[config.mk]
export PLATFORM = sky130hd
export DESIGN_NAME = sar_adc_control
export DESIGN_NICKNAME = d
export VERILOG_FILES = /design/src/sac_pkg.sv /design/src/sac_conv_if.sv /design/src/sac_sar_engine.sv /design/src/sar_adc_control.sv
export SDC_FILE = /design/constraint.sdc
export NUM_CORES = 1
export LEC_CHECK = 0
export BUFFER_PORTS_ARGS = -buffer_cell sky130_fd_sc_hd__buf_2
export CORE_MARGIN = 2
export CORE_UTILIZATION = 45
export CTS_BUF_LIST = sky130_fd_sc_hd__clkbuf_4 sky130_fd_sc_hd__clkbuf_8
export DETAILED_ROUTE_END_ITERATION = 10
export GPL_ROUTABILITY_DRIVEN = 0
export PLACE_DENSITY = 0.8
export SETUP_SLACK_MARGIN = 0.5
export SYNTH_ARGS = -nofsm -noshare
export SYNTH_HDL_FRONTEND = slang
export SYNTH_SLANG_ARGS = --single-unit
[constraint.sdc]
create_clock -name clk -period 2.15 [get_ports clk]
set_input_delay 0.1075 -clock clk [delete_from_list [all_inputs] [get_ports clk]]
set_output_delay 0.1075 -clock clk [all_outputs]
set_load 0.005 [all_outputs]
[src/sac_pkg.sv]
// Shared constants and types for the SAR converter control block.
// Assumes a single 40 MHz peripheral clock and an APB register port.
package sac_pkg;

  // Clock rate of the peripheral clock that feeds the block.
  localparam int unsigned CLK_HZ = 40_000_000;

  // Warm-up that software owes after powering up the converter.
  localparam int unsigned WARMUP_US = 100;
  localparam int unsigned WARMUP_CYCLES = (WARMUP_US * CLK_HZ + 999_999) / 1_000_000;

  // Byte addresses of the registers inside the 4 KiB window.
  localparam logic [11:0] OFS_CTRL = 12'h000;
  localparam logic [11:0] OFS_RESULT = 12'h004;
  localparam logic [11:0] OFS_IRQ_EN = 12'h00c;
  localparam logic [11:0] OFS_IRQ_STAT = 12'h010;

  // Field positions in the control register.
  localparam int unsigned CTRL_EXT_REF_BIT = 12;
  localparam int unsigned CTRL_ENABLE_BIT = 11;
  localparam int unsigned CTRL_DIV_LSB = 8;
  localparam int unsigned CTRL_RES_BIT = 7;
  localparam int unsigned CTRL_START_BIT = 6;
  localparam int unsigned CTRL_DONE_BIT = 5;
  localparam int unsigned CTRL_GIE_BIT = 4;
  localparam int unsigned CTRL_CHAN_LSB = 0;

  // Reset values.
  localparam logic [31:0] CTRL_RESET = 32'h0000_0000;
  localparam logic [11:0] RESULT_RESET = 12'h000;
  localparam logic [9:0] IRQ_EN_RESET = 10'h000;

  // Converter geometry and step timing.
  localparam int unsigned NUM_CHANNELS = 10;
  localparam int unsigned RESULT_W = 12;
  localparam int unsigned SAMPLE_STEPS = 4;
  localparam int unsigned TICKS_PER_STEP = 4;
  localparam int unsigned STEPS_8BIT = 12;
  localparam int unsigned STEPS_12BIT = 16;
  localparam logic [3:0] LSB_8BIT = 4'h4;
  localparam logic [3:0] LSB_12BIT = 4'h0;

  // Divider codes of the converter clock field.
  localparam logic [2:0] DIV_1 = 3'h0;
  localparam logic [2:0] DIV_2 = 3'h1;
  localparam logic [2:0] DIV_4 = 3'h2;
  localparam logic [2:0] DIV_8 = 3'h3;
  localparam logic [2:0] DIV_16 = 3'h5;
  localparam logic [2:0] DIV_32 = 3'h6;

  typedef enum logic [1:0] {
    SAC_IDLE,
    SAC_SAMPLE,
    SAC_CONVERT
  } sac_phase_e;

  // Last value of the prescaler count for a divider code; reserved codes run slowest.
  function automatic logic [4:0] sac_div_last(input logic [2:0] code);
    case (code)
      DIV_1: sac_div_last = 5'h00;
      DIV_2: sac_div_last = 5'h01;
      DIV_4: sac_div_last = 5'h03;
      DIV_8: sac_div_last = 5'h07;
      DIV_16: sac_div_last = 5'h0f;
      default: sac_div_last = 5'h1f;
    endcase
  endfunction

endpackage

[src/sac_conv_if.sv]
// Link between the register side and the successive-approximation engine.
// Assumes both ends run on the same clock and reset.
`timescale 1ns/1ps
interface sac_conv_if;
  logic start;
  logic abort;
  logic res12;
  logic [4:0] div_last;
  logic comp_high;
  logic busy;
  logic sampling;
  logic done;
  logic [11:0] result;
  logic [11:0] dac;

  modport ctrl (
    output start,
    output abort,
    output res12,
    output div_last,
    output comp_high,
    input busy,
    input sampling,
    input done,
    input result,
    input dac
  );

  modport engine (
    input start,
    input abort,
    input res12,
    input div_last,
    input comp_high,
    output busy,
    output sampling,
    output done,
    output result,
    output dac
  );
endinterface

[src/sac_sar_engine.sv]
// Successive-approximation sequencer: prescaler, step timing and bit trials.
// Assumes the comparator answer is synchronous and valid within one step.
`timescale 1ns/1ps
module sac_sar_engine (
  input wire logic clk,
  input wire logic resetn,
  sac_conv_if.engine cv
);
  import sac_pkg::*;

  typedef struct packed {
    sac_phase_e phase;
    logic [4:0] div_last;
    logic [4:0] div_cnt;
    logic [1:0] sub;
    logic [3:0] step;
    logic [3:0] bitpos;
    logic [3:0] lsb;
    logic [11:0] code;
    logic [11:0] result;
    logic done;
  } sac_eng_s;

  sac_eng_s r;
  sac_eng_s next_r;
  logic tick;
  logic step_end;

  // A tick is one period of the divided clock; a step is four ticks.
  assign tick = (r.div_cnt == r.div_last);
  assign step_end = tick && (r.sub == 2'(TICKS_PER_STEP - 1));

  // Sequencer: four sampling steps, then one step per result bit.
  always_comb begin
    next_r = r;
    next_r.done = 1'b0;
    if (r.phase != SAC_IDLE) begin
      next_r.div_cnt = tick ? 5'h00 : r.div_cnt + 5'h01;
      next_r.sub = tick ? r.sub + 2'h1 : r.sub;
    end
    case (r.phase)
      SAC_IDLE: begin
        if (cv.start) begin
          next_r.phase = SAC_SAMPLE;
          next_r.div_last = cv.div_last;
          next_r.lsb = cv.res12 ? LSB_12BIT : LSB_8BIT;
          next_r.div_cnt = 5'h00;
          next_r.sub = 2'h0;
          next_r.step = 4'h0;
        end
      end
      SAC_SAMPLE: begin
        if (step_end) begin
          next_r.step = r.step + 4'h1;
          if (r.step == 4'(SAMPLE_STEPS - 1)) begin
            next_r.phase = SAC_CONVERT;
            next_r.bitpos = 4'(RESULT_W - 1);
            next_r.code = 12'h800;
          end
        end
      end
      SAC_CONVERT: begin
        if (step_end) begin
          // Keep the trial bit only while the input sits at or above the trial level.
          if (!cv.comp_high) begin
            next_r.code[r.bitpos] = 1'b0;
          end
          if (r.bitpos == r.lsb) begin
            next_r.phase = SAC_IDLE; // see
            next_r.done = 1'b1;
            next_r.result = next_r.code;
          end else begin
            next_r.bitpos = r.bitpos - 4'h1;
            next_r.code[r.bitpos - 4'h1] = 1'b1;
          end
        end
      end
      default: next_r.phase = SAC_IDLE;
    endcase
    // An abort drops the conversion at once and reports nothing.
    if (cv.abort) begin
      next_r.phase = SAC_IDLE;
      next_r.done = 1'b0;
    end
  end

  // State register.
  always_ff @(posedge clk or negedge resetn) begin
    if (!resetn) begin
      r <= '0;
    end else begin
      r <= next_r;
    end
  end

  assign cv.busy = (r.phase != SAC_IDLE);
  assign cv.sampling = (r.phase == SAC_SAMPLE);
  assign cv.done = r.done;
  assign cv.result = r.result;
  assign cv.dac = r.code;

endmodule // sac_sar_engine

[src/sar_adc_control.sv]
// Functional notes
// 8-bit conversion lasts 12 steps of four divided clock periods each.
// 12-bit conversion lasts 16 steps of four divided clock periods each.
// Divider codes 000..011 give 1,2,4,8; 101 gives 16, 110 gives 32.
// Enable bit 11 powers the converter up when 1 and down when 0.
// Software waits 100 us after enabling before the first start.
// Bit 12 selects the external high reference instead of the supply.
// Channel codes 0 to 9 route analog inputs 0 to 9; others reserved.
// Bit 4 connects the selected channel; clear disconnects all channels.
// Bit 7 chooses 8-bit conversion at 0 and 12-bit at 1.
// Writing start 1 begins, writing 0 stops; hardware clears it at the end.
// Done flag clears when start is set and sets when conversion ends.
// Software polls the done flag or uses the converter interrupt.
// Completion raises the interrupt only for channels whose enable bit is set.
// Result sits in bits 11:0; an 8-bit result fills bits 11 down to 4.
// Result is straight binary, code k meaning k/4096 of the reference.
// Result content is not meaningful until a conversion has completed.
// Software configures the selected pin as input without pull-up.
// For 9 to 11 bits, convert at 12 bits and drop low bits.
// Result updates in the same cycle that the done flag rises.
//
// Top of the SAR converter control: APB slave, control and result registers,
// per-channel completion interrupts and the analog front-end controls.
// Assumes an APB master on clk and an analog core that answers the trial level.
`timescale 1ns/1ps
module sar_adc_control (
  input wire logic clk,
  input wire logic resetn,
  input wire logic psel,
  input wire logic penable,
  input wire logic pwrite,
  input wire logic [11:0] paddr,
  input wire logic [31:0] pwdata,
  output logic [31:0] prdata,
  output logic pready,
  output logic pslverr,
  input wire logic comparator_high,
  output logic irq,
  output logic converter_power,
  output logic ext_reference_select,
  output logic [sac_pkg::NUM_CHANNELS-1:0] input_switch,
  output logic sample_hold,
  output logic [sac_pkg::RESULT_W-1:0] dac_code
);
  import sac_pkg::*;

  // Control register fields, kept apart so each can be steered on its own.
  typedef struct packed {
    logic ext_ref;
    logic enable;
    logic [2:0] divider;
    logic res12;
    logic start;
    logic done;
    logic gie;
    logic [3:0] chan;
  } sac_ctrl_s;

  // All state of the register side in one record.
  typedef struct packed {
    logic pready;
    logic pslverr;
    logic [31:0] prdata;
    sac_ctrl_s ctrl;
    logic [11:0] result;
    logic [9:0] irq_en;
    logic [9:0] irq_stat;
    logic [3:0] conv_chan;
    logic start_pulse;
    logic abort_pulse;
    logic irq;
    logic power;
    logic ext_ref_out;
    logic [9:0] switches;
  } sac_top_s;

  sac_top_s r;
  sac_top_s next_r;
  sac_conv_if cv ();

  logic setup;
  logic access_done;
  logic wr_ctrl;
  logic rd_stat;
  logic [31:0] ctrl_word;
  logic [9:0] done_set;

  // Packs the control fields into the register image, reserved bits zero.
  function automatic logic [31:0] ctrl_image(input sac_ctrl_s c);
    logic [31:0] w;
    w = 32'h0000_0000;
    w[CTRL_EXT_REF_BIT] = c.ext_ref;
    w[CTRL_ENABLE_BIT] = c.enable;
    w[CTRL_DIV_LSB +: 3] = c.divider;
    w[CTRL_RES_BIT] = c.res12;
    w[CTRL_START_BIT] = c.start;
    w[CTRL_DONE_BIT] = c.done;
    w[CTRL_GIE_BIT] = c.gie;
    w[CTRL_CHAN_LSB +: 4] = c.chan;
    return w;
  endfunction

  // One-hot channel decode; reserved codes select nothing.
  function automatic logic [9:0] chan_onehot(input logic [3:0] chan);
    logic [9:0] v;
    v = 10'h000;
    if (chan < 4'(NUM_CHANNELS)) begin
      v[chan] = 1'b1;
    end
    return v;
  endfunction

  // Zero-wait APB: read data and the error answer are prepared at the setup
  // edge, so the access phase always finds pready high on its first cycle.
  assign setup = psel && !penable && !r.pready;
  assign access_done = psel && penable && r.pready;
  assign wr_ctrl = access_done && pwrite && (paddr == OFS_CTRL);
  assign rd_stat = access_done && !pwrite && (paddr == OFS_IRQ_STAT);
  assign ctrl_word = ctrl_image(r.ctrl);

  // A finished conversion marks the channel it was started on.
  assign done_set = cv.done ? chan_onehot(r.conv_chan) : 10'h000;

  // Register side of the converter; the engine sees these flops and the raw comparator input.
  assign cv.start = r.start_pulse;
  assign cv.abort = r.abort_pulse;
  assign cv.res12 = r.ctrl.res12;
  assign cv.div_last = sac_div_last(r.ctrl.divider);
  assign cv.comp_high = comparator_high;

  // Next-state logic for the bus slave, the registers and the front-end.
  always_comb begin
    next_r = r;
    next_r.start_pulse = 1'b0;
    next_r.abort_pulse = 1'b0;

    // Bus answer: decode on the setup cycle, release after the access edge.
    if (setup) begin
      next_r.pready = 1'b1;
      next_r.pslverr = 1'b0;
      next_r.prdata = 32'h0000_0000;
      if (paddr == OFS_CTRL) begin
        next_r.prdata = ctrl_word;
      end else if (paddr == OFS_RESULT) begin
        next_r.prdata = {20'h00000, r.result};
      end else if (paddr == OFS_IRQ_EN) begin
        next_r.prdata = {22'h000000, r.irq_en};
      end else if (paddr == OFS_IRQ_STAT) begin
        next_r.prdata = {22'h000000, r.irq_stat};
      end else begin
        next_r.pslverr = 1'b1;
      end
    end else if (access_done) begin
      next_r.pready = 1'b0;
      next_r.pslverr = 1'b0;
    end

    // End of conversion: start falls, done rises and the result lands together.
    if (cv.done) begin
      next_r.ctrl.start = 1'b0;
      next_r.ctrl.done = 1'b1;
      next_r.result = cv.result;
    end

    // Control register write. The done flag is hardware-owned and ignores writes.
    if (wr_ctrl) begin
      next_r.ctrl.ext_ref = pwdata[CTRL_EXT_REF_BIT];
      next_r.ctrl.enable = pwdata[CTRL_ENABLE_BIT];
      next_r.ctrl.divider = pwdata[CTRL_DIV_LSB +: 3];
      next_r.ctrl.res12 = pwdata[CTRL_RES_BIT];
      next_r.ctrl.gie = pwdata[CTRL_GIE_BIT];
      next_r.ctrl.chan = pwdata[CTRL_CHAN_LSB +: 4];
      if (pwdata[CTRL_START_BIT] && pwdata[CTRL_ENABLE_BIT]) begin
        // A second start while one runs is ignored rather than restarting.
        if (!r.ctrl.start || cv.done) begin
          next_r.ctrl.start = 1'b1;
          next_r.ctrl.done = 1'b0;
          next_r.start_pulse = 1'b1;
          next_r.conv_chan = pwdata[CTRL_CHAN_LSB +: 4];
        end
      end else if (r.ctrl.start && !cv.done) begin
        // Writing start 0, or powering down, stops the running conversion.
        next_r.ctrl.start = 1'b0;
        next_r.abort_pulse = 1'b1;
      end
    end

    // Channel interrupt enables mask which status bits reach the interrupt line; the status register itself is unmasked.
    if (access_done && pwrite && (paddr == OFS_IRQ_EN)) begin
      next_r.irq_en = pwdata[9:0];
    end

    // Sticky completion status. A read clears only the bits it reported, and a
    // completion landing on the clearing edge still sets its bit.
    next_r.irq_stat = (r.irq_stat & ~(rd_stat ? r.prdata[9:0] : 10'h000)) | done_set;

    // The single interrupt line rises on the same edge as the status bit it reports.
    next_r.irq = |(next_r.irq_stat & next_r.irq_en);

    // Front-end controls, registered so that the pins change cleanly.
    next_r.power = next_r.ctrl.enable;
    next_r.ext_ref_out = next_r.ctrl.ext_ref;
    next_r.switches = next_r.ctrl.gie ? chan_onehot(next_r.ctrl.chan) : 10'h000;
  end

  // State register for the whole register side.
  always_ff @(posedge clk or negedge resetn) begin
    if (!resetn) begin
      r <= '0;
      r.ctrl <= sac_ctrl_s'(CTRL_RESET[12:0]);
      r.result <= RESULT_RESET;
      r.irq_en <= IRQ_EN_RESET;
    end else begin
      r <= next_r;
    end
  end

  // The engine times the steps and runs the bit trials.
  sac_sar_engine u_engine (
    .clk(clk),
    .resetn(resetn),
    .cv(cv.engine)
  );

  // Outputs straight from flops of the register side or of the engine, except sample_hold, which decodes the engine phase.
  assign prdata = r.prdata;
  assign pready = r.pready;
  assign pslverr = r.pslverr;
  assign irq = r.irq;
  assign converter_power = r.power;
  assign ext_reference_select = r.ext_ref_out;
  assign input_switch = r.switches;
  assign sample_hold = cv.sampling;
  assign dac_code = cv.dac;

endmodule // sar_adc_control

======== After elaboration in Yosys (flattened, before gate mapping) ========
Index checks and enable logic that the tools add are counted.
cells by class
  add/subtract/negate cells ............... 4
  $lt $le $gt $ge ......................... 10
  equal/unequal tests ..................... 23
  multiplexer cells ....................... 65
  bitwise operators ....................... 7
  reduce and logical (&&, ||, !) cells .... 37
operator list
  cell                                                                                  number
  12-bit 2-to-1 mux                                                                     7
  10-bit 2-to-1 mux                                                                     8
  13-bit 2-to-1 mux                                                                     2
  25-bit 2-to-1 mux                                                                     1
  5-bit one-hot mux with 5 select lines                                                 1
  12-bit one-hot mux with 2 select lines                                                1
  2-bit 2-to-1 mux                                                                      11
  7-bit 2-to-1 mux                                                                      3
  10-bit bitwise AND                                                                    2
  4-bit by 5-bit less-than comparator with 1-bit output (second input constant)         4
  18-bit 2-to-1 mux                                                                     1
  1-bit 2-to-1 mux                                                                      17
  1-bit demux with 4-bit select                                                         4
  4-bit by 1-bit greater-or-equal comparator with 1-bit output (second input constant)  4
  1-bit logical AND                                                                     16
  4-bit one-hot mux with 2 select lines                                                 2
  12-bit bitwise AND                                                                    1
  12-bit by 3-bit == test with 1-bit output (second input constant)                     1
  12-bit by 4-bit == test with 1-bit output (second input constant)                     1
  12-bit by 5-bit == test with 1-bit output (second input constant)                     1
  12-bit logical NOT                                                                    1
  4-bit 2-to-1 mux                                                                      3
  12-bit inverter                                                                       1
  12-bit OR                                                                             1
  other kinds (34)                                                                      52
storage, ports and cells
  register bits after elaboration ......... 147
  input bits .............................. 50
  output and inout bits ................... 60
  logic and storage cells ................. 175

======== Depth between registers and ports, before layout ========
  depth after elaboration ................. 14
  depth in mapped cells ................... 10
  mapped depth without buffers ............ 8

======== Modules after synthesis ========
Synthesis repeated with hierarchy kept, for this count alone.
second synthesis, totals
  cell total of the unflattened synthesis .. 597
  area, all modules ....................... 6437.4 sq um
modules (own cells, without submodules)
  module           instances  cells each  area an instance (sq um)  sequential area each (sq um)
  sar_adc_control  1          330         3739.8                    1926.8
  sac_sar_engine   1          267         2697.6                    1201.2

======== Least setup slack after synthesis ========
OpenSTA, ideal clock, no wires.
  path kind ............................... flip-flop to flip-flop
  start point ............................. register u_engine.r[49] in the netlist's numbering
  end point ............................... register u_engine.r[29] in the netlist's numbering
  library setup time ...................... 0.130 ns
  data arrival time ....................... 1.886 ns
  path slack .............................. 0.135 ns
  cell stages (with the launch flop) ...... 10
  buffers on the path ..................... 3
  cell sequence ........................... dfrtp_1 inv_1 ha_1 buf_1 nand3_1 or4_1 clkbuf_1 clkbuf_1 o21ai_0 o21ai_0
on the way
  longest elaborated chain between the ends .. 3
  elaborated cells on any way between the ends .. 9
ends and longest elaborated chain
  what                                                                              RTL line              RTL
  start, declared                                                                   sac_sar_engine.sv:24  sac_eng_s r;
  start signal, assigned                                                            sac_sar_engine.sv:92  r <= next_r;
  2-bit == test / 2-bit by 1-bit == test with 1-bit output (equally long branches)  sac_sar_engine.sv:41  case (r.phase)
  2-bit inequality test (no source line), or another cell as far along              n/a
  5-bit AND reduction (no source line)                                              n/a
Parallel ways exist; a longest one is shown, timed or not.
A chain may end at the register's enable or synchronous reset.

======== Worst setup path in the final report ========
  start point ............................. register u_engine.r[43] in the netlist's numbering
  end point ............................... register u_engine.r[50] in the netlist's numbering
on the way
  longest elaborated chain between the ends .. 4
  elaborated cells on any way between the ends .. 5
ends and longest elaborated chain
  what                                                                                                                                          RTL line              RTL
  5-bit == test *                                                                                                                               sac_sar_engine.sv:30  assign tick = (r.div_cnt == r.div_last);
  1-bit logical AND *                                                                                                                           sac_sar_engine.sv:31  assign step_end = tick && (r.sub == 2'(TICKS_PER_STEP - 1));
  3-bit by 2-bit inequality test with 1-bit output (no source line) / 3-bit by 1-bit inequality test with 1-bit output (equally long branches)  n/a
  5-bit AND reduction (no source line) *                                                                                                        n/a
Mark *: on every way between the ends. The rest lies on a longest branch, timed or not.

==> reports/results.tsv <==
metric	value	unit
status	finished, final reports clean	
Startpoint Class	register	
most common cell in the netlist	dfrtp_1	
register area share after synthesis	49.4	%
CP max FO	3	
GRT Total Usage	22.2	%
Ports	110	
Die X	123	um
area grow syn2layout	27.9	%
initial DRC count	523	
# rows	43	
leading area contributor after synthesis	dfrtp_1	
DR WL/cell	18.0	um
worst-margin pin slew	0.745	ns
Max clock buf depth	2	
critical path's most frequent cell	buf_4	
input/output buffers	71	
Starting Density	45.8	%
largest cells by area after synthesis	dfrtp_1 49%, buf_4 6.4%, mux2_2 6.2%, nand2_1 5.0%, o21ai_0 4.7%	
critical path class	register to register	
DR pass1 iterations	8	
FILL cells	1061	
final worst slack	0.170	ns
unrepaired setup endpoints after global routing	yes	
Slew Limit Fails	0	
final setup fails	0	
EDFF count, synth	0	
WP buf/inv	2	
final hold violations	0	
Hold/Removal Path Class	input port to register	
Die H	123	um
syn_area_per_cell	10.1	um^2
WL final	16600	um
Vias	5293	
Seq cells post-synth	125	
vias in the first global route	5006	
Post-Route Skew	0.0104	ns
CP Capture Type	register	
DP HPWL	10300	um
CTS sink cnt	125	
global-route wire length before repair	25500	um
Cell Area, Synth	6340	um^2
final setup TNS	0	ns
Root Buffer	clkbuf_8	
Residual DRC	0	
H-Tree Depth	4	
fmax	505	MHz
Final Critical Period	1.98	ns
core area	13800	um^2
# Max-Cap Violations	0	
Yosys top cell area share	49.4	%
CP max stage cell	dfrtp_1	
Worst-path clk slew	0.08	ns
total chip power	4.93	mW
CP required	2.52	ns
CP peak stage delay	0.41	ns
nets	788	
post-synthesis cell type count	60	
antenna cells	0	
die area	15000	um^2
Syn Inst Count	626	
dpl ws	0.0587	ns
CP Cell Sequence	xnor2_2 > and3_4 > nand4_1 > buf_4 > buf_4 > nor2_4 > a21oi_2 > a211oi_2	
largest net degree at the start of global routing	57	
Synth Flop Type	dfrtp_1	
P per Cell Area	609	nW/um^2
Tcrit/Tclk final	92.1	%
CTS buffer count	17	
Worst slew margin	50.2	%
CP arrival	2.34	ns
Routed Antenna Nets	0	
vias per inst	5.75	
async set-reset flop share out of synthesis	100	%
remaining global-route overflow	0	
Peak supply drop	364	uV
worst-skew pair later-pin latency	0.45	ns
proportion of layout cells with a drive suffix above 1	38.5	%
hold_ws	0.127	ns
CTS tree	yes	
Post-synth top cells	125 x dfrtp_1, 84 x nand2_1, 60 x o21ai_0	
Leakage	3.75	nW
Synth Warn #	0	
initial antenna violation count	0	
family with the most delay on the worst path	simple AND/OR/NAND/NOR gates	
-- registers in the layout, indices dropped and copies added (netlist names), 10 cells and up --
signal              cells
input_switch           10
r                      36
u_engine.cv.result     12
u_engine.r             23
prdata                 13
u_engine.cv.dac        12
ctrl_word              10
-- area by class of cell --
cell class              count  area (um^2)  share of cell area, %
clock buffers              18          248                   3.06
clock inverters            14          205                   2.53
inverters                  15         56.3                  0.695
multi-input cells         427         3190                   39.3
flip-flops and latches    125         3130                   38.6
well taps                 180          225                   2.78
repair buffers            142         1050                   13.0
-- cells by family (layout without fill, tap and decap cells) --
kind of cell	after synthesis	in the layout	synth area share (%)
xor gates and xnor gates	11	11	1.52
buffers and inverters	93	189	8.83
muxes	41	41	7.17
adders and majority gates	10	10	1.97
other	1	19	0.0592
DFF	125	125	49.4
and+or+nand+nor	203	204	16.2
AOI/OAI and AO/OA	142	142	14.9
-- where the power goes --
group / total [mW] / leakage (nW) / internal, mW / switching (mW)
sequential: 2.37 / 1.59 / 2.36 / 0.00649
clock: 2.35 / 0.222 / 1.32 / 1.04
combinational: 0.210 / 1.93 / 0.0842 / 0.126
total: 4.93 / 3.75 / 3.77 / 1.17
-- path summary, 6_finish.rpt --
| check | from | cells after the start | end | slack [ns] |
|---|---|---|---|---|
| setup / recovery | u_engine.r[43] | 8 | u_engine.r[50] | 0.17 |
| setup reg to reg | u_engine.r[43] | 8 | u_engine.r[50] | 0.17 |
| hold / removal | penable | 5 | pslverr | 0.13 |
| hold reg to reg | prdata[12] | 2 | prdata[12] | 0.47 |
| min in group asynchronous | resetn | 2 | u_engine.r[32] | 0.18 |
| max in group asynchronous | resetn | 3 | input_switch[1] | 1.29 |
-- worst reg2reg max path: stages (launching register included) --
cell and delay, ns:
dfrtp_1 0.41, xnor2_2 0.22, and3_4 0.27, nand4_1 0.26, buf_4 0.25, buf_4 0.15
nor2_4 0.09, a21oi_2 0.07, a211oi_2 0.20
-- through the flow --
stage / util (%) / std cells / instance area [um^2]
detailed placement: 48.4 / 838 / 6690
floorplan: - / 644 / 6470
global route: 58.6 / 921 / 8110
CTS: 56.5 / 911 / 7820
global placement: 48.4 / 838 / 6690
finish: 58.6 / 921 / 8110
-- placed cells by master, fill, tap and decap left out, drive strengths merged, types with 10 or more instances in the layout --
cell type	n
dfrtp	125
buf	125
nand2	84
o21ai	60
nor2	45
mux2	35
inv	21
conb	19
clkbuf	18
dlygate4sd3	17
a21oi	16
a22o	13
nand3	11
ha	10
-- layer usage --
metal / vias up / global-route usage (%) / wire [um]
met5: - / 0 / 0
met4: 0 / 9.20 / 419
met1: 2619 / 30.0 / 7170
met3: 45 / 4.97 / 1110
li1: 2363 / - / -
met2: 266 / 34.6 / 7920
-- timing repair --
action,in CTS,in global routing
gates cloned,5,0
pin swaps,41,23
hold buffers,17,0
setup endpoints to repair,47,49
buffers inserted,19,10
gates resized for setup,84,49
hold endpoints to repair,58,0
(Power assumes the default switching activity.)
